===== src/pkg/bus_arb_regs.svh =====
// constants for the bus master arbitration and miss pipelining block
`ifndef BUS_ARB_REGS_SVH
`define BUS_ARB_REGS_SVH

// bus widths
`define ADDR_W 32
`define DATA_W 64

// beats in a burst data tenure, last beat index
`define BEAT_W 2
`define BEAT_FIRST 2'h0
`define BEAT_LAST 2'h3

// reload queue geometry and count width
`define RLQ_DEPTH 4
`define CNT_W 3
`define CNT_ZERO 3'h0

// outstanding reload limits
`define MAX_RELOADS 3'h4
`define SQ_FULL_LIMIT 3'h2
`define NO_PIPE_LIMIT 3'h1

`endif


===== src/pkg/bus_arb_pkg.sv =====
// types shared by the bus master arbitration block and its reload queue
package bus_arb_pkg;
`include "bus_arb_regs.svh"

  // address tenure state
  typedef enum logic [1:0] {
    A_IDLE = 2'b00,
    A_OWN = 2'b01,
    A_GAP = 2'b10
  } addr_st_e;

  // data tenure state
  typedef enum logic {
    D_IDLE = 1'b0,
    D_OWN = 1'b1
  } data_st_e;

  // snoop copyback queue state
  typedef enum logic [1:0] {
    CB_IDLE = 2'b00,
    CB_ADDR = 2'b01,
    CB_DATA = 2'b10
  } cb_st_e;

  // one outstanding reload request
  typedef struct packed {
    logic [`ADDR_W-1:0] addr;
    logic icache;
  } reload_ent_s;

  // complete state of the arbitration block
  typedef struct packed {
    addr_st_e a_st;
    logic a_is_cb;
    logic [`ADDR_W-1:0] addr;
    logic addr_wr;
    data_st_e d_st;
    logic d_is_cb;
    logic [`BEAT_W-1:0] beat;
    cb_st_e cb_st;
    logic [`ADDR_W-1:0] cb_addr;
    logic [`CNT_W-1:0] cb_ahead;
    logic [`CNT_W-1:0] iss;
    logic ic_busy;
    logic l2h_valid;
    logic [`ADDR_W-1:0] l2h_addr;
    logic l2h_rel;
    logic [`DATA_W-1:0] rd_data;
    logic dc_we;
    logic l2_we;
    logic crit;
    logic wr_beat;
  } arb_state_s;

endpackage : bus_arb_pkg


===== src/rtl/bus_master_arbiter.sv =====
// bus master arbitration and pipelined miss tracking for the processor bus
`timescale 1ns/1ps
`include "bus_arb_regs.svh"

// Function
// - busy lines drive only while mastering the bus, else sampled as inputs
// - request the address bus whenever an address tenure is wanted
// - address grant qualified only with address busy and retry both negated
// - a parked grant is taken without first raising the request
// - address busy stays asserted for the whole address mastership
// - data grant qualified only with data busy, data retry, address retry negated
// - address retry disqualifies data only for its own address tenure
// - write-only grant takes the data bus for the pending write first
// - write-only grant with data grant and no write pending serves the read
// - a needed data bus with qualified grant is always taken, busy asserted
// - pipelined miss mode allows four reloads back to back, tracked here
// - first level cache keeps hitting, stalls a second miss without pipelining
// - level two hit data is held until allocation needs it
// - level two misses reach the bus unit through three extra queue slots
// - reload beats go to both reload buffers, critical word forwarded
// - snoop copybacks use their own queue, fifth tenure, enveloped writes
// - at most four reloads, only one of them from the instruction cache
// - double misses leave as pipelined address tenures
// - a full store queue throttles pipelined misses
// - reloads held in a four deep queue independent of load/store queues
// - data cache forwards misses and keeps no tracking state
// - address busy negated at least one clock after address acknowledge
// - all bus inputs sampled and outputs driven on the rising clock edge
module bus_master_arbiter (
  // clock and reset
  input wire logic sys_clk_i,
  input wire logic resetn_i,
  // mode and throttle
  input wire logic pipelined_miss_mode_i,
  input wire logic store_queue_full_i,
  // miss requests from the caches
  input wire logic miss_valid_i,
  input wire logic [`ADDR_W-1:0] miss_addr_i,
  input wire logic miss_icache_i,
  input wire logic miss_l2_hit_i,
  output logic miss_ready_o,
  // level two hit hold
  input wire logic alloc_need_i,
  output logic l2_hit_release_o,
  output logic [`ADDR_W-1:0] l2_hit_addr_o,
  // snoop copyback queue
  input wire logic cb_valid_i,
  input wire logic [`ADDR_W-1:0] cb_addr_i,
  output logic cb_ready_o,
  output logic cb_beat_done_o,
  // address bus arbitration and transfer
  output logic addr_bus_request_o,
  input wire logic addr_bus_grant_i,
  input wire logic addr_bus_busy_i,
  output logic addr_bus_busy_o,
  output logic addr_bus_busy_oe_n_o,
  input wire logic addr_retry_i,
  input wire logic addr_acknowledge_i,
  output logic [`ADDR_W-1:0] addr_o,
  output logic addr_write_o,
  // data bus arbitration and transfer
  input wire logic data_bus_grant_i,
  input wire logic write_only_data_grant_i,
  input wire logic data_bus_busy_i,
  output logic data_bus_busy_o,
  output logic data_bus_busy_oe_n_o,
  input wire logic data_retry_i,
  input wire logic data_beat_ack_i,
  input wire logic [`DATA_W-1:0] data_i,
  // reload data to the cache buffers
  output logic [`DATA_W-1:0] reload_data_o,
  output logic reload_dc_we_o,
  output logic reload_l2_we_o,
  output logic crit_word_valid_o
);

  bus_arb_pkg::arb_state_s s_r;
  bus_arb_pkg::arb_state_s s_nxt;

  logic [`CNT_W-1:0] q_cnt, reload_limit, cb_ahead_now;
  bus_arb_pkg::reload_ent_s q_rd_ent, q_head, push_ent;
  logic q_full, miss_push, l2h_take, want_cb, want_rd, need_addr, qual_ag;
  logic a_done, rd_acked, rd_avail, cb_avail, cb_first, pick_cb, pick_rd;
  logic rel_addr_retry, qual_dg, d_start, beat_ok, last_beat, q_pop;

  // the reload queue: one normal slot plus three extra level two to bus slots
  reload_queue #(
    .DEPTH(`RLQ_DEPTH),
    .CW(`CNT_W)
  ) u_rlq (
    .sys_clk_i(sys_clk_i),
    .resetn_i(resetn_i),
    .push_i(miss_push),
    .push_ent_i(push_ent),
    .pop_i(q_pop),
    .rd_idx_i(s_r.iss),
    .rd_ent_o(q_rd_ent),
    .head_ent_o(q_head),
    .count_o(q_cnt),
    .full_o(q_full)
  );

  assign push_ent = '{addr: miss_addr_i, icache: miss_icache_i};

  // outstanding limit: one without pipelining, two with a full store queue
  assign reload_limit = !pipelined_miss_mode_i ? `NO_PIPE_LIMIT :
                        (store_queue_full_i ? `SQ_FULL_LIMIT : `MAX_RELOADS);

  // miss intake; the cache side only hands over, all tracking lives here
  assign miss_ready_o = miss_l2_hit_i ? !s_r.l2h_valid :
                        ((q_cnt < reload_limit) && !q_full &&
                         !(miss_icache_i && s_r.ic_busy));
  assign miss_push = miss_valid_i && miss_ready_o && !miss_l2_hit_i;
  assign l2h_take = miss_valid_i && miss_ready_o && miss_l2_hit_i;

  // address side: copyback goes first, ahead of every reload address not yet issued
  assign want_cb = (s_r.cb_st == bus_arb_pkg::CB_ADDR);
  assign want_rd = (s_r.iss < q_cnt);
  assign need_addr = want_cb || want_rd;
  assign qual_ag = addr_bus_grant_i && !addr_bus_busy_i && !addr_retry_i;
  assign addr_bus_request_o = need_addr && (s_r.a_st != bus_arb_pkg::A_OWN);
  assign a_done = (s_r.a_st == bus_arb_pkg::A_OWN) && addr_acknowledge_i;
  assign rd_acked = a_done && !addr_retry_i && !s_r.a_is_cb;

  // data candidates; a tenure may start in the cycle its address is acknowledged
  assign rd_avail = (s_r.iss != `CNT_ZERO) || (a_done && !s_r.a_is_cb);
  assign cb_avail = (s_r.cb_st == bus_arb_pkg::CB_DATA) || (a_done && s_r.a_is_cb);
  assign cb_ahead_now = (s_r.cb_st == bus_arb_pkg::CB_DATA) ? s_r.cb_ahead : s_r.iss;
  assign cb_first = cb_avail && (cb_ahead_now == `CNT_ZERO);
  assign pick_cb = cb_avail && (write_only_data_grant_i || cb_first);
  assign pick_rd = !pick_cb && rd_avail;

  // address retry only counts against the tenure whose address it terminates
  assign rel_addr_retry = addr_retry_i && a_done &&
                     (pick_cb ? s_r.a_is_cb : (!s_r.a_is_cb && (s_r.iss == `CNT_ZERO)));
  assign qual_dg = data_bus_grant_i && !data_bus_busy_i && !data_retry_i && !rel_addr_retry;
  assign d_start = (s_r.d_st == bus_arb_pkg::D_IDLE) && (pick_cb || pick_rd) && qual_dg;

  // beat accounting; a data retry beat is not counted
  assign beat_ok = (s_r.d_st == bus_arb_pkg::D_OWN) && data_beat_ack_i && !data_retry_i;
  assign last_beat = beat_ok && (s_r.beat == `BEAT_LAST);
  assign q_pop = last_beat && !s_r.d_is_cb;

  // next state of the whole block
  always_comb
  begin
    s_nxt = s_r;
    s_nxt.l2h_rel = 1'b0;
    s_nxt.dc_we = 1'b0;
    s_nxt.l2_we = 1'b0;
    s_nxt.crit = 1'b0;
    s_nxt.wr_beat = 1'b0;

    // address tenure; parked grant needs no request, idle-only entry gives the gap
    unique case (s_r.a_st)
      bus_arb_pkg::A_IDLE:
      begin
        if (need_addr && qual_ag)
        begin
          s_nxt.a_st = bus_arb_pkg::A_OWN;
          s_nxt.a_is_cb = want_cb;
          s_nxt.addr = want_cb ? s_r.cb_addr : q_rd_ent.addr;
          s_nxt.addr_wr = want_cb;
        end
      end
      bus_arb_pkg::A_OWN:
      begin
        if (addr_acknowledge_i)
        begin
          s_nxt.a_st = bus_arb_pkg::A_GAP;
          if (!addr_retry_i && s_r.a_is_cb)
          begin
            s_nxt.cb_st = bus_arb_pkg::CB_DATA;
            s_nxt.cb_ahead = s_r.iss - {{(`CNT_W-1){1'b0}}, q_pop};
          end
        end
      end
      bus_arb_pkg::A_GAP:
      begin
        s_nxt.a_st = bus_arb_pkg::A_IDLE;
      end
      default:
      begin
        s_nxt.a_st = bus_arb_pkg::A_IDLE;
      end
    endcase

    // issued count is relative to the queue head
    s_nxt.iss = s_r.iss + {{(`CNT_W-1){1'b0}}, rd_acked} -
                {{(`CNT_W-1){1'b0}}, q_pop};

    // reads completing ahead of a waiting copyback move it forward
    if ((s_r.cb_st == bus_arb_pkg::CB_DATA) && q_pop && (s_r.cb_ahead != `CNT_ZERO))
      s_nxt.cb_ahead = s_r.cb_ahead - 1'b1;

    // copyback intake into its dedicated single slot
    if (cb_valid_i && (s_r.cb_st == bus_arb_pkg::CB_IDLE))
    begin
      s_nxt.cb_st = bus_arb_pkg::CB_ADDR;
      s_nxt.cb_addr = cb_addr_i;
    end

    // data tenure
    unique case (s_r.d_st)
      bus_arb_pkg::D_IDLE:
      begin
        if (d_start)
        begin
          s_nxt.d_st = bus_arb_pkg::D_OWN;
          s_nxt.d_is_cb = pick_cb;
          s_nxt.beat = `BEAT_FIRST;
        end
      end
      bus_arb_pkg::D_OWN:
      begin
        if (beat_ok)
        begin
          s_nxt.beat = s_r.beat + 1'b1;
          if (s_r.d_is_cb)
          begin
            s_nxt.wr_beat = 1'b1;
          end
          else
          begin
            s_nxt.rd_data = data_i;
            s_nxt.dc_we = 1'b1;
            s_nxt.l2_we = 1'b1;
            s_nxt.crit = (s_r.beat == `BEAT_FIRST);
          end
        end
        if (last_beat)
        begin
          s_nxt.d_st = bus_arb_pkg::D_IDLE;
          if (s_r.d_is_cb)
            s_nxt.cb_st = bus_arb_pkg::CB_IDLE;
        end
      end
    endcase

    // instruction cache may own a single reload; a new push wins over the clear
    if (q_pop && q_head.icache)
      s_nxt.ic_busy = 1'b0;
    if (miss_push && miss_icache_i)
      s_nxt.ic_busy = 1'b1;

    // level two hit data parked until the data cache allocates
    if (s_r.l2h_valid && alloc_need_i)
    begin
      s_nxt.l2h_valid = 1'b0;
      s_nxt.l2h_rel = 1'b1;
    end
    if (l2h_take)
    begin
      s_nxt.l2h_valid = 1'b1;
      s_nxt.l2h_addr = miss_addr_i;
    end
  end

  // single state register; every bus pin changes only on this edge
  always_ff @(posedge sys_clk_i)
  begin
    if (!resetn_i)
      s_r <= '0;
    else
      s_r <= s_nxt;
  end

  // busy pins driven only while master, released to the pull-up otherwise
  assign addr_bus_busy_o = (s_r.a_st == bus_arb_pkg::A_OWN);
  assign addr_bus_busy_oe_n_o = !addr_bus_busy_o;
  assign data_bus_busy_o = (s_r.d_st == bus_arb_pkg::D_OWN);
  assign data_bus_busy_oe_n_o = !data_bus_busy_o;

  // registered data outputs
  assign addr_o = s_r.addr;
  assign addr_write_o = s_r.addr_wr;
  assign cb_ready_o = (s_r.cb_st == bus_arb_pkg::CB_IDLE);
  assign cb_beat_done_o = s_r.wr_beat;
  assign reload_data_o = s_r.rd_data;
  assign reload_dc_we_o = s_r.dc_we;
  assign reload_l2_we_o = s_r.l2_we;
  assign crit_word_valid_o = s_r.crit;
  assign l2_hit_release_o = s_r.l2h_rel;
  assign l2_hit_addr_o = s_r.l2h_addr;

  // address mastership only follows a qualified grant
  property p_addr_qual;
    @(posedge sys_clk_i) disable iff (!resetn_i)
    $rose(addr_bus_busy_o) |-> $past(addr_bus_grant_i && !addr_bus_busy_i && !addr_retry_i);
  endproperty
  a_addr_qual: assert property (p_addr_qual)
    else $error("address bus taken without qualified grant");

  // busy held until acknowledge
  property p_abb_hold;
    @(posedge sys_clk_i) disable iff (!resetn_i)
    addr_bus_busy_o && !addr_acknowledge_i |=> addr_bus_busy_o;
  endproperty
  a_abb_hold: assert property (p_abb_hold)
    else $error("address busy dropped before acknowledge");

  // at least two idle clocks after acknowledge
  property p_abb_gap;
    @(posedge sys_clk_i) disable iff (!resetn_i)
    addr_bus_busy_o && addr_acknowledge_i |=> !addr_bus_busy_o ##1 !addr_bus_busy_o;
  endproperty
  a_abb_gap: assert property (p_abb_gap)
    else $error("address busy not negated after acknowledge");

  // output enables follow mastership on both busy pins
  property p_oe_pins;
    @(posedge sys_clk_i) disable iff (!resetn_i)
    (addr_bus_busy_oe_n_o != addr_bus_busy_o) && (data_bus_busy_oe_n_o != data_bus_busy_o);
  endproperty
  a_oe_pins: assert property (p_oe_pins)
    else $error("busy pin enable disagrees with mastership");

  // request raised whenever an address is wanted and not owned
  property p_req;
    @(posedge sys_clk_i) disable iff (!resetn_i)
    need_addr && !addr_bus_busy_o |-> addr_bus_request_o;
  endproperty
  a_req: assert property (p_req)
    else $error("address wanted but no bus request");

  // data mastership only follows a qualified data grant
  property p_data_qual;
    @(posedge sys_clk_i) disable iff (!resetn_i)
    $rose(data_bus_busy_o) |-> $past(data_bus_grant_i && !data_bus_busy_i && !data_retry_i);
  endproperty
  a_data_qual: assert property (p_data_qual)
    else $error("data bus taken without qualified grant");

  // reload count never exceeds the maximum of four
  property p_max_reloads;
    @(posedge sys_clk_i) disable iff (!resetn_i)
    q_cnt <= `MAX_RELOADS;
  endproperty
  a_max_reloads: assert property (p_max_reloads)
    else $error("more than four reloads outstanding");

  // full store queue caps new bus misses at two
  property p_sq_throttle;
    @(posedge sys_clk_i) disable iff (!resetn_i)
    pipelined_miss_mode_i && store_queue_full_i && miss_push |=> q_cnt <= `SQ_FULL_LIMIT;
  endproperty
  a_sq_throttle: assert property (p_sq_throttle)
    else $error("pipelined miss accepted past store queue throttle");

  // level two hit released only on allocation demand
  property p_l2_hold;
    @(posedge sys_clk_i) disable iff (!resetn_i)
    l2_hit_release_o |-> $past(alloc_need_i && s_r.l2h_valid);
  endproperty
  a_l2_hold: assert property (p_l2_hold)
    else $error("level two hit data released without allocation");

  // every read beat lands in both reload buffers
  property p_both_buffers;
    @(posedge sys_clk_i) disable iff (!resetn_i)
    reload_dc_we_o |-> reload_l2_we_o && !cb_beat_done_o;
  endproperty
  a_both_buffers: assert property (p_both_buffers)
    else $error("reload beat missed a buffer");

endmodule : bus_master_arbiter


===== src/rtl/reload_queue.sv =====
// in-order queue of outstanding reload requests with an indexed read port
`timescale 1ns/1ps
`include "bus_arb_regs.svh"

module reload_queue #(
  parameter int DEPTH = `RLQ_DEPTH,
  parameter int CW = `CNT_W
) (
  // clock and reset
  input wire logic sys_clk_i,
  input wire logic resetn_i,
  // fill side
  input wire logic push_i,
  input wire bus_arb_pkg::reload_ent_s push_ent_i,
  // drain side
  input wire logic pop_i,
  input wire logic [CW-1:0] rd_idx_i,
  output bus_arb_pkg::reload_ent_s rd_ent_o,
  output bus_arb_pkg::reload_ent_s head_ent_o,
  output logic [CW-1:0] count_o,
  output logic full_o
);

  typedef struct packed {
    bus_arb_pkg::reload_ent_s [DEPTH-1:0] mem;
    logic [CW-1:0] cnt;
  } rlq_state_s;

  rlq_state_s q_r;
  rlq_state_s q_nxt;
  logic [CW-1:0] base;

  // shift queue: the head always sits in slot zero, so order is free
  always_comb
  begin
    q_nxt = q_r;
    base = q_r.cnt;
    if (pop_i && (q_r.cnt != '0))
    begin
      for (int i = 0; i < DEPTH - 1; i++)
      begin
        q_nxt.mem[i] = q_r.mem[i+1];
      end
      base = q_r.cnt - 1'b1;
    end
    if (push_i && (base != CW'(DEPTH)))
    begin
      q_nxt.mem[base] = push_ent_i;
      q_nxt.cnt = base + 1'b1;
    end
    else
    begin
      q_nxt.cnt = base;
    end
  end

  always_ff @(posedge sys_clk_i)
  begin
    if (!resetn_i)
      q_r <= '0;
    else
      q_r <= q_nxt;
  end

  // caller uses rd_ent_o only while rd_idx_i is below count; slot contents beyond it are stale
  assign rd_ent_o = q_r.mem[rd_idx_i];
  assign head_ent_o = q_r.mem[0];
  assign count_o = q_r.cnt;
  assign full_o = (q_r.cnt == CW'(DEPTH));

endmodule : reload_queue


===== config.mk =====
export PLATFORM = sky130hd
export DESIGN_NAME = bus_master_arbiter
export DESIGN_NICKNAME = d
export VERILOG_FILES = /design/src/pkg/bus_arb_pkg.sv /design/src/rtl/bus_master_arbiter.sv /design/src/rtl/reload_queue.sv
export VERILOG_INCLUDE_DIRS = /design/src /design/src/pkg
export SDC_FILE = /design/constraint.sdc
export NUM_CORES = 1
export LEC_CHECK = 0
export BUFFER_PORTS_ARGS = -buffer_cell sky130_fd_sc_hd__buf_2
export CAP_MARGIN = 20
export CORE_MARGIN = 1
export CORE_UTILIZATION = 40
export DETAILED_ROUTE_END_ITERATION = 16
export PLACE_DENSITY = 0.71
export SLEW_MARGIN = 20
export SYNTH_ARGS = -nofsm -noshare
export SYNTH_HDL_FRONTEND = slang
export SYNTH_HIERARCHICAL = 1
export SYNTH_SLANG_ARGS = --single-unit
export TNS_END_PERCENT = 30

===== constraint.sdc =====
create_clock -name sys_clk_i -period 4.9 [get_ports sys_clk_i]
set_input_delay 0.735 -clock sys_clk_i [delete_from_list [all_inputs] [get_ports sys_clk_i]]
set_output_delay 0.735 -clock sys_clk_i [all_outputs]
set_load 0.02 [all_outputs]

---- Word-level counts from Yosys, hierarchy flattened ----
Index checks and enable logic that the tools add are counted.
operators by class
  divide/modulo/power cells ............... 0
  $mul .................................... 0
  shift-type cells ........................ 0
  bitwise operators ....................... 4
  reductions and logical operators ........ 80
  add/subtract/negate cells ............... 7
  magnitude comparators ................... 5
  mux-type cells .......................... 41
  equal/unequal tests ..................... 11
operator list
  operator              number
  $mux W99              2
  $bwmux W132           1
  $mux W33              3
  $bmux W33 S2          1
  $demux W33 S2         1
  $logic_and A1 B1 Y1   40
  $mux W36              1
  $mux W34              1
  $mux W32              1
  $mux W3               10
  $mux W2               8
  $logic_not A1 Y1      14
  $reduce_bool A2 Y1    5
  $reduce_and A3 Y1     3
  $reduce_bool A3 Y1    3
  $mux W1               8
  $pmux W2 S2           2
  $reduce_and A2 Y1     4
  $logic_not A2 Y1      3
  $logic_not A3 Y1      2
  $lt A3 B3 Y1          2
  $lt A3 B3 Y1 const B  2
  $ne A2 B1 Y1 const B  3
  $sub A3 B1 Y3         2
  other kinds (15)      26
word-level totals
  bits in latches ......................... 0
  input port bits ......................... 146
  flip-flop bits (word level) ............. 317
  logic and storage cells ................. 176
  output and inout port bits .............. 141
  ROM bits ................................ 0
  memories kept ........................... 0
  bits in writable memories ............... 0

---- Depth between registers and ports, before layout ----
Gate-level depths: netlist of the first run.
  word-level depth ........................ 14
  gate-level depth with buffers ........... 15
  mapped depth without buffers ............ 11

---- Modules after synthesis ----
The synthesis of the first run kept the hierarchy.
by module, submodules not included
  module              cells each  area an instance (sq um)  times used  seq. area each (sq um)
  bus_master_arbiter  1,079       8,585.7                   1           3,623.5
  reload_queue        709         7,377.1                   1           2,702.6

---- Worst setup path before layout of the first run ----
No wires, ideal clock.
  path kind ............................... input -> register
  from .................................... in data_retry_i
  to ...................................... reg u_rlq/q_r[104] (netlist bit)
  setup time .............................. 0.132 ns
  setup slack ............................. 1.898 ns
  buffers on the path ..................... 4
  cell stages on the path ................. 15
  arrival ................................. 2.870 ns
  required time ........................... 4.768 ns
  path through ............................ and3b_1 -> buf_2 -> nand2_2 -> nor2_1 -> buf_6 -> inv_2 -> o21ai_0 -> nand2_1 -> ha_1 -> and2_1 -> and3_1 -> buf_2 -> buf_2 -> nand2_1 -> a21oi_1
on the way
  cells in the longest elaborated chain, start to end .. 11
  elaborated cells between the ends (all ways) .. 14
  those cells by class .................... order compare (2); eq/ne (1); mux (4); reduce/logical (7)
RTL lines
  what                                                                line                       text
  start, declared                                                     bus_master_arbiter.sv:67   input wire logic data_retry_i,
  $logic_not A1 Y1 (*)                                                bus_master_arbiter.sv:140  assign beat_ok = (s_r.d_st == bus_arb_pkg::D_OWN) && data_beat_ack_i && !data_retry_i;
  $logic_and A1 B1 Y1 (*)                                             bus_master_arbiter.sv:140
  $logic_and A1 B1 Y1 (*)                                             bus_master_arbiter.sv:141  assign last_beat = beat_ok && (s_r.beat == `BEAT_LAST);
  $logic_and A1 B1 Y1 (*)                                             bus_master_arbiter.sv:142  assign q_pop = last_beat && !s_r.d_is_cb;
  via q_pop                                                           bus_master_arbiter.sv:84   logic rel_addr_retry, qual_dg, d_start, beat_ok, last_beat, q_pop;
  $logic_and A1 B1 Y1 (*)                                             reload_queue.sv:38         if (pop_i && (q_r.cnt != '0))
  $mux W3 (*)                                                         reload_queue.sv:38
  $ge A3 B1 Y1 (implied by the code) or $lt A3 B3 Y1 (tied branches)  reload_queue.sv:48         q_nxt.mem[base] = push_ent_i;
  $logic_and A1 B1 Y1 (implied by the code)                           reload_queue.sv:48
  $mux W33 (implied by the code)                                      reload_queue.sv:48
  $demux W33 S2                                                       --
  $bwmux W132                                                         reload_queue.sv:48
  end signal, assigned                                                reload_queue.sv:62         q_r <= q_nxt;
  end, declared                                                       reload_queue.sv:29         rlq_state_s q_r;
The timed path passes the listed nets; every way through them passes the cells marked *.
A chain may end at the register's enable or synchronous reset.

---- Worst setup path in the final report of the first run ----
  from .................................... reg u_rlq.q_r, in the netlist u_rlq/count_o[0]
  to ...................................... reg u_rlq.q_r, in the netlist u_rlq/head_ent_o[1]
on the way
  cells in the longest elaborated chain, start to end .. 9
  elaborated cells between the ends (all ways) .. 22
  those cells by class .................... add/sub (1); order compare (3); eq/ne (2); mux (7); reduce/logical (9)
RTL lines
  what                               line                       text
  $eq A3 B3 Y1                       reload_queue.sv:69         assign full_o = (q_r.cnt == CW'(DEPTH));
  via q_full                         bus_master_arbiter.sv:82   logic q_full, miss_push, l2h_take, want_cb, want_rd, need_addr, qual_ag;
  $logic_not A1 Y1                   bus_master_arbiter.sv:111  ((q_cnt < reload_limit) && !q_full &&
  $logic_and A1 B1 Y1 (2 in series)  bus_master_arbiter.sv:111
  $mux W1                            bus_master_arbiter.sv:110  assign miss_ready_o = miss_l2_hit_i ? !s_r.l2h_valid :
  $logic_and A1 B1 Y1 (2 in series)  bus_master_arbiter.sv:113  assign miss_push = miss_valid_i && miss_ready_o && !miss_l2_hit_i;
  via miss_push                      bus_master_arbiter.sv:82
  $logic_and A1 B1 Y1                reload_queue.sv:46         if (push_i && (base != CW'(DEPTH)))
  $mux W99                           reload_queue.sv:46
The timed path passes the listed nets, and every way through them passes these cells.

==> impl_metrics.py, run 1 <==
metrics = {
    "cts": {
        "numCtsBuffers": 38,
        "cts_resized": 0,
        "clk_pin_slew_ps": 60,
        "cts_buffer_depth": 3,
        "cts_tree": "built",
        "root_buffer": "clkbuf_16",
        "cts-hold-fix-buffers": 0,
        "clock_sinks": 316,
        "insertion_delay_ps": 560,
        "post_cts_buffers": 0,
        "htreeDepth": 2,
    },
    "worst_setup_path": {
        "rrSetupSlack_ps": 1460,
        "path_class": "reg -> reg",
        "cp.buffers_inverters": 2,
        "reg2reg_from": "u_rlq/count_o[0]",
        "r2r_cells": 10,
        "start_kind": "flip-flop",
        "crit_chain": "inv_1, ha_1, and2_1, a2111oi_0, nand2_1, nor2_1, nand3_2, buf_4, a21o_2, a211oi_1",
        "arrival_ps": 3900,
        "cp_top_family": "compound AO/OA/AOI/OAI gates",
        "r2r-end": "u_rlq/head_ent_o[1]",
        "cp_slowest_cell": "a21o_2",
        "crit_fanout": 34,
        "required_ps": 5360,
        "crit_path_max_incr_delay_ps": 580,
        "critPathCaptureType": "flip-flop",
    },
    "sta": {
        "min_period_ps": 3437,
        "slew_viol_final": 0,
        "clock.fmax_mhz": 290.9,
        "slew_headroom": 0.2955,
        "finClkSkew_ps": 28.00,
        "min_period_over_period": 0.7015,
        "setup_viol": 0,
        "finalHoldViolCount": 0,
        "hold_slack_ps": 433.1,
        "worstMarginPinSlew_ps": 1057,
        "tns_ps": 0,
        "rsz0062_at_grt": "false",
    },
    "power": {
        "power.internal_w": 0.004613,
        "p_comb_frac": 0.082,
        "power.density_mw_per_mm2": 344.7,
        "power.leakage_nw": 7.336,
        "switching_share": 0.2417,
        "power.share.sequential": 0.439,
        "clock_power_share": 0.478,
        "vdd_drop_max_v": 0.0001962,
        "power.switching_w": 0.001471,
    },
    "floorplan": {
        "die-area_mm2": 0.04005,
        "fp.coreArea_mm2": 0.03865,
        "fp-row-count": 72,
        "die_x_um": 200.1,
        "num_io_pins": 287,
        "die-height_um": 200.1,
        "start_util": 0.4062,
    },
    "yosys": {
        "syn_area_per_cell_um2": 8.946,
        "syn-instance-count": 1755,
        "synth_area_mm2": 0.01570,
        "syn-num-nets": 1919,
        "yosysWarnings": 6,
    },
    "global_route": {
        "grt_pass1_wl_um": 64910,
        "grt_use_total": 0.2018,
        "grt_pass1_vias": 11940,
        "antenna_found_initial": 1,
        "grt_start_max_net_pins": 120,
        "grt_overflow": 0,
    },
    "placement": {
        "place_area_mm2": 0.01635,
        "post-dp-hpwl_um": 27190,
        "gp_congestion": 0.8320,
        "portBuffers": 286,
    },
    "routing": {
        "vias": 12260,
        "vias_per_cell": 5.131,
        "drtIter0Drc": 618,
        "drt-total-wl_um": 40840,
        "drt-pass1-iter-count": 5,
        "wl_per_cell_um": 17.09,
        "drc_errors": 0,
        "ant_nets": 0,
    },
    "run_status": {
        "status": "finished clean",
    },
    "final_layout": {
        "drive_gt1_frac": 0.2539,
        "fillers": 3653,
        "area_growth_syn_to_layout_pct": 12.39,
        "fin_nets": 2010,
        "finalInstanceArea_mm2": 0.01765,
        "finalCoreUtilization": 0.4566,
    },
    "hold_path": {
        "holdPathEnd": "s_r[122]",
        "hp-start": "cb_addr_i[13]",
        "min_path_type": "in -> reg",
        "holdPathStages": 3,
    },
    "flow_run": {
        "maxCapViolations": 0,
    },
}
-- metrics by stage --
stage          total power (W)  std cells  setup slack (ps)
3_5_place_dp          0.003232       2324              1228
4_1_cts               0.006177       2389              1444
3_3_place_gp          0.003218       2323              1366
5_1_grt               0.006328       2390              1135
6_report              0.006083       2390              1463
2_1_floorplan         0.003058       1755              1898
-- final cells by class --
cell class / count / area, um2 / share of cell area
clock inverters: 16 / 237.7 / 0.01347
well taps: 518 / 648.1 / 0.03673
flip-flops and latches: 316 / 6329 / 0.3586
multi-input cells: 1155 / 7650 / 0.4335
repair buffers: 310 / 1630 / 0.09239
inverters: 25 / 96.34 / 0.005460
diodes: 1 / 2.502 / 0.0001418
clock buffers: 49 / 1052 / 0.05963
-- cells in the final DEF (no fill, tap or decap), types with 8 or more instances in the layout --
cell and instances:
and3_1 8, mux2i_1 131, a21boi_0 116, buf_2 285
a21boi_1 19, inv_1 23, a211oi_1 87, buf_4 23
o21ai_0 8, nand2b_1 8, a21oi_1 40, a211oi_2 47
mux4_2 32, ha_1 17, nand2_1 491, and2_1 8
clkbuf_16 38, dfxtp_1 314, nor2_1 76
-- routing by layer --
| layer | global-route usage | up-vias | wire length (um) |
|---|---|---|---|
| li1 | - | 6021 | - |
| met1 | 0.2557 | 5801 | 18100 |
| met2 | 0.3325 | 368 | 19020 |
| met3 | 0.04702 | 74 | 2510 |
| met4 | 0.07610 | 0 | 1213 |
| met5 | 0 | - | 0 |
-- how the worst max path moves through the flow --
stage	endpoint	startpoint	cells after the start
floorplan	u_rlq/q_r[104]	data_retry_i	15
global placement	u_rlq/head_ent_o[1]	data_retry_i	10
detailed placement	u_rlq/head_ent_o[1]	store_queue_full_i	10
CTS	u_rlq/head_ent_o[1]	u_rlq/count_o[0]	10
global route	u_rlq/head_ent_o[0]	u_rlq/count_o[0]	10
finish	u_rlq/head_ent_o[1]	u_rlq/count_o[0]	10
-- power groups by stage --
stage,registers [W],logic (W),clock network (W)
after detailed placement,0.00273,0.000503,0
after CTS,0.00267,0.000505,0.00300
final,0.00267,0.000500,0.00291
after global placement,0.00272,0.000493,0
after floorplan,0.00272,0.000340,0
after global routing,0.00268,0.000547,0.00310
-- worst register-to-register path: stages (launching register included) --
cell and delay [ps]:
dfxtp_1 450, inv_1 170, ha_1 290, and2_1 150, a2111oi_0 310, nand2_1 160, nor2_1 480, nand3_2 100
buf_4 290, a21o_2 590, a211oi_1 380
-- registers in the layout, summed over array words and instances (netlist names), 3 cells and up --
signal            flops
addr_o               32
reload_data_o        64
s_r                  47
l2_hit_addr_o        32
u_rlq/head_ent_o     33
u_rlq/count_o         3
u_rlq/q_r            99
Power figures use the tool's default switching activity.
==> run 2: changes to the inputs <==
Settings changed: PLACE_DENSITY 0.71 to 0.74.
Clock period 4.9 ns to 2.8 ns, I/O delays scaled along.
==> impl_metrics.py, run 2 (synthesis gave the netlist of run 1 again) <==
metrics = {
    "power": {
        "totalPowerFinal_w": 0.01047,
        "power.leakage_nw": 7.436,
        "vdd_drop_max_v": 0.0003884,
        "power.density_mw_per_mm2": 585.3,
    },
    "cts": {
        "htreeDepth": 2,
        "numCtsBuffers": 37,
        "root_buffer": "clkbuf_16",
        "post_cts_buffers": 0,
        "clock_sinks": 316,
        "cts_tree": "built",
        "cts_buffer_depth": 3,
        "clk_pin_slew_ps": 60,
        "insertion_delay_ps": 550,
    },
    "worst_setup_path": {
        "crit_chain": "inv_1, ha_1, nand2b_1, nand3_1, a21boi_0, ha_1, and2_1, and3_1, buf_12, nand2_1, a21oi_1",
        "path_class": "reg -> reg",
        "critPathCaptureType": "flip-flop",
        "arrival_ps": 3090,
        "cp_slowest_cell": "a21boi_0",
        "crit_fanout": 33,
        "required_ps": 3260,
        "cp.buffers_inverters": 2,
        "crit_path_max_incr_delay_ps": 350,
        "cp_common_cell": "ha_1",
        "start_kind": "flip-flop",
        "cp_top_family": "simple AND/OR/NAND/NOR gates",
    },
    "global_route": {
        "antenna_found_initial": 3,
        "grt_start_max_net_pins": 157,
        "grt_pass1_wl_um": 66530,
        "grt_use_total": 0.2054,
        "grt_overflow": 0,
        "grt_pass1_vias": 12120,
    },
    "floorplan": {
        "die-height_um": 200.1,
        "fp-row-count": 72,
        "die-area_mm2": 0.04005,
        "start_util": 0.4062,
        "die_x_um": 200.1,
        "num_io_pins": 287,
        "fp.coreArea_mm2": 0.03865,
    },
    "sta": {
        "min_period_over_period": 0.9386,
        "finClkSkew_ps": 16.97,
        "hold_slack_ps": 113.6,
        "rsz0062_at_grt": "true",
        "finalHoldViolCount": 0,
        "slew_viol_final": 0,
        "min_period_ps": 2628,
        "slew_headroom": 0.4102,
        "setup_viol": 0,
        "worstMarginPinSlew_ps": 884.8,
        "clock.fmax_mhz": 380.5,
    },
    "placement": {
        "portBuffers": 286,
        "post-dp-hpwl_um": 28150,
        "dp.cells": 2341,
        "gp_congestion": 0.8492,
    },
    "routing": {
        "drt-total-wl_um": 41510,
        "drt-pass1-iter-count": 5,
        "ant_nets": 0,
        "vias": 12470,
        "drtIter0Drc": 763,
        "drc_errors": 0,
        "wl_per_cell_um": 17.22,
        "vias_per_cell": 5.173,
    },
    "final_layout": {
        "largest_reg_flops": 99,
        "top_register": "u_rlq/q_r",
        "drive_gt1_frac": 0.2603,
        "fillers": 3641,
        "fin_nets": 2026,
        "finalCoreUtilization": 0.4629,
        "area_growth_syn_to_layout_pct": 13.94,
        "final_common_cell": "nand2_1",
        "stdcell_count": 2410,
        "final_cell_mix": "nand2_1 (491), dfxtp_1 (314), buf_2 (285)",
    },
    "run_status": {
        "status": "finished clean",
    },
    "flow_run": {
        "maxCapViolations": 0,
    },
    "hold_path": {
        "min_path_type": "in -> reg",
    },
}
-- run 2: cell count changes in the layout (fill, tap and decap cells not counted), sizes merged --
cell      previous run  this run
diode                1         2
inv                 28        26
buf                310       327
clkinvlp             1         4
bufinv               5         3
clkbuf              49        52
-- run 2: layer usage --
layer  global-route usage  vias to the layer above  share of wire  wire length, um
met4              0.07940                        2          0.029             1203
met3              0.03563                       74          0.057             2371
met5                    0                        -        0.00031               13
met2               0.3406                      392           0.47            19370
met1               0.2654                     5932           0.45            18550
li1                     -                     6066              -                -
-- run 2: final cells by class --
| type | instances | area [um2] | area share |
|---|---|---|---|
| clock inverters | 15 | 190.2 | 0.01063 |
| clock buffers | 52 | 1042 | 0.05826 |
| repair buffers | 327 | 1921 | 0.1074 |
| flip-flops and latches | 316 | 6329 | 0.3538 |
| multi-input cells | 1155 | 7657 | 0.4281 |
| diodes | 2 | 5.005 | 0.0002798 |
| well taps | 518 | 648.1 | 0.03623 |
| inverters | 25 | 96.34 | 0.005386 |
-- run 2: final timing paths --
path | cells after the start | slack (ps) | from | end
setup / recovery | 11 | 170 | u_rlq/count_o[1] | u_rlq/q_r[104]
hold / removal | 3 | 110 | cb_addr_i[12] | s_r[121]
setup reg to reg | 11 | 170 | u_rlq/count_o[1] | u_rlq/q_r[104]
hold reg to reg | 2 | 450 | s_r[115] | s_r[115]
-- run 2: power breakdown --
| part | switching, W | leakage, nW | internal [W] |
|---|---|---|---|
| clock | 0.00199 | 0.591 | 0.00290 |
| sequential | 0.0000626 | 2.56 | 0.00461 |
| combinational | 0.000553 | 4.28 | 0.000353 |
-- run 2: tightest hold or removal path, stage by stage --
cell and delay, ps:
buf_2 100, nand2_1 40, a21boi_1 50
-- run 2: metrics by stage --
stage / worst slack [ps] / TNS, ps / area [um2]
global placement: 118.4 / 0 / 16640
detailed placement: 34.95 / 0 / 16640
floorplan: 1.010 / 0 / 15700
CTS: 51.69 / 0 / 17880
finish: 172.1 / 0 / 17890
global route: -27.69 / -42.62 / 17890
-- run 2: repair_timing --
item,in CTS,in global routing
endpoints found under the setup margin,0,65
resized for setup,0,3
hold buffers,0,0
==> run 3: changes to the inputs <==
Settings changed: CORE_MARGIN 1 to 3, CORE_UTILIZATION 40 to 51, PLACE_DENSITY 0.74 to 0.88.
==> impl_metrics.py, run 3 (synthesis gave the netlist of run 1 again) <==
metrics = {
    "placement": {
        "dp.cells": 2215,
        "portBuffers": 286,
        "gp_congestion": 0.8271,
        "post-dp-hpwl_um": 28470,
        "dp_worst_setup_slack_ps": -24.10,
    },
    "sta": {
        "worstMarginPinSlew_ps": 890.1,
        "clock.fmax_mhz": 390.4,
        "finalHoldViolCount": 0,
        "hold_slack_ps": 139.9,
        "tns_ps": 0,
        "finClkSkew_ps": 23.38,
        "slew_headroom": 0.4066,
        "setup_viol": 0,
        "slew_viol_final": 0,
        "rsz0062_at_grt": "false",
        "min_period_over_period": 0.9148,
        "min_period_ps": 2561,
        "setup_slack_ps": 238.5,
    },
    "final_layout": {
        "stdcell_count": 2280,
        "drive_gt1_frac": 0.2605,
        "final_cell_mix": "nand2_1 (491), dfxtp_1 (314), buf_2 (285)",
        "area_growth_syn_to_layout_pct": 13.03,
        "largest_reg_flops": 99,
        "top_register": "u_rlq/q_r",
        "fin_nets": 2027,
        "final_common_cell": "nand2_1",
        "fillers": 2431,
    },
    "floorplan": {
        "start_util": 0.5241,
        "die_x_um": 181.5,
        "die-height_um": 181.5,
        "die-area_mm2": 0.03293,
        "num_io_pins": 287,
        "fp.coreArea_mm2": 0.02995,
        "fp-row-count": 63,
    },
    "routing": {
        "wl_per_cell_um": 18.31,
        "drt-pass1-iter-count": 5,
        "ant_nets": 0,
        "drt-total-wl_um": 41760,
        "drtIter0Drc": 821,
        "vias_per_cell": 5.599,
        "vias": 12770,
        "drc_errors": 0,
    },
    "worst_setup_path": {
        "required_ps": 3240,
        "path_class": "reg -> reg",
        "r2r_cells": 12,
        "arrival_ps": 3010,
        "crit_fanout": 33,
        "critPathCaptureType": "flip-flop",
        "start_kind": "flip-flop",
    },
    "global_route": {
        "grt_use_total": 0.2408,
        "antenna_found_initial": 3,
        "grt_overflow": 0,
        "grt_start_max_net_pins": 112,
        "grt_pass1_vias": 12280,
        "grt_pass1_wl_um": 65490,
    },
    "power": {
        "p_comb_frac": 0.088,
        "power.switching_w": 0.002512,
        "clock_power_share": 0.464,
        "power.internal_w": 0.007916,
        "vdd_drop_max_v": 0.0004119,
        "power.share.sequential": 0.448,
        "switching_share": 0.2409,
        "power.density_mw_per_mm2": 587.6,
        "power.leakage_nw": 7.449,
    },
    "cts": {
        "cts-hold-fix-buffers": 0,
        "cts_tree": "built",
        "numCtsBuffers": 36,
        "root_buffer": "clkbuf_16",
        "htreeDepth": 2,
        "clock_sinks": 316,
        "clk_pin_slew_ps": 60,
        "post_cts_buffers": 0,
        "insertion_delay_ps": 520,
        "cts_buffer_depth": 3,
    },
    "flow_run": {
        "maxCapViolations": 0,
    },
    "run_status": {
        "status": "finished clean",
    },
    "hold_path": {
        "min_path_type": "in -> reg",
        "holdPathStages": 3,
    },
}
run 3: area by class of cell:
cell class              count  area (um2)  share of cell area
diodes                      1       2.502           0.0001410
multi-input cells        1155        7656              0.4314
inverters                  25       96.34            0.005429
clock inverters            16       207.7             0.01170
clock buffers              48        1018             0.05739
repair buffers            329        1948              0.1098
flip-flops and latches    316        6329              0.3566
well taps                 390       488.0             0.02750
run 3: timing repair:
item                                    CTS  global route
gates resized for setup                   0             4
endpoints found under the setup margin    0            58
hold endpoints to repair                  0             0
run 3: worst max-delay path, cell delays in order (launching register included):
cell and delay [ps]:
dfxtp_1 360, ha_1 180, nand2_2 90, nor2_1 120, buf_4 240, nand2_4 60, a21boi_1 300, ha_1 210
and2_1 200, and3_1 240, buf_12 210, nand2_1 100, a21oi_1 150
run 3: worst paths after layout:
path | startpoint | slack [ps] | endpoint
worst max-delay path | s_r[143] | 240 | u_rlq/q_r[113]
worst min-delay path | cb_addr_i[5] | 140 | s_r[114]
worst max register to register | s_r[143] | 240 | u_rlq/q_r[113]
worst min register to register | s_r[112] | 450 | s_r[112]
run 3: power groups by stage:
stage	combinational (W)	sequential, W	clock [W]
final	0.000915	0.00468	0.00484
after detailed placement	0.000906	0.00477	0
after CTS	0.000911	0.00467	0.00493
after global routing	0.000990	0.00468	0.00512
after floorplan	0.000595	0.00476	0
after global placement	0.000885	0.00476	0
run 3: routing by layer:
metal / vias to the layer above / GRT usage / wire length [um] / part of all wire
met5: - / 0 / 40 / 0.00096
met4: 6 / 0.09232 / 1418 / 0.034
met3: 98 / 0.04287 / 3160 / 0.076
met2: 562 / 0.4070 / 19990 / 0.48
met1: 6049 / 0.3081 / 17150 / 0.41
li1: 6051 / - / - / -
run 3: stage by stage:
step	area, um2	util	total power [W]
final	17750	0.5924	0.01043
after global routing	17740	0.5924	0.01080
after CTS	17740	0.5921	0.01051
after detailed placement	16510	0.5512	0.005677
after global placement	16510	0.5512	0.005649
after floorplan	15700	-	0.005352
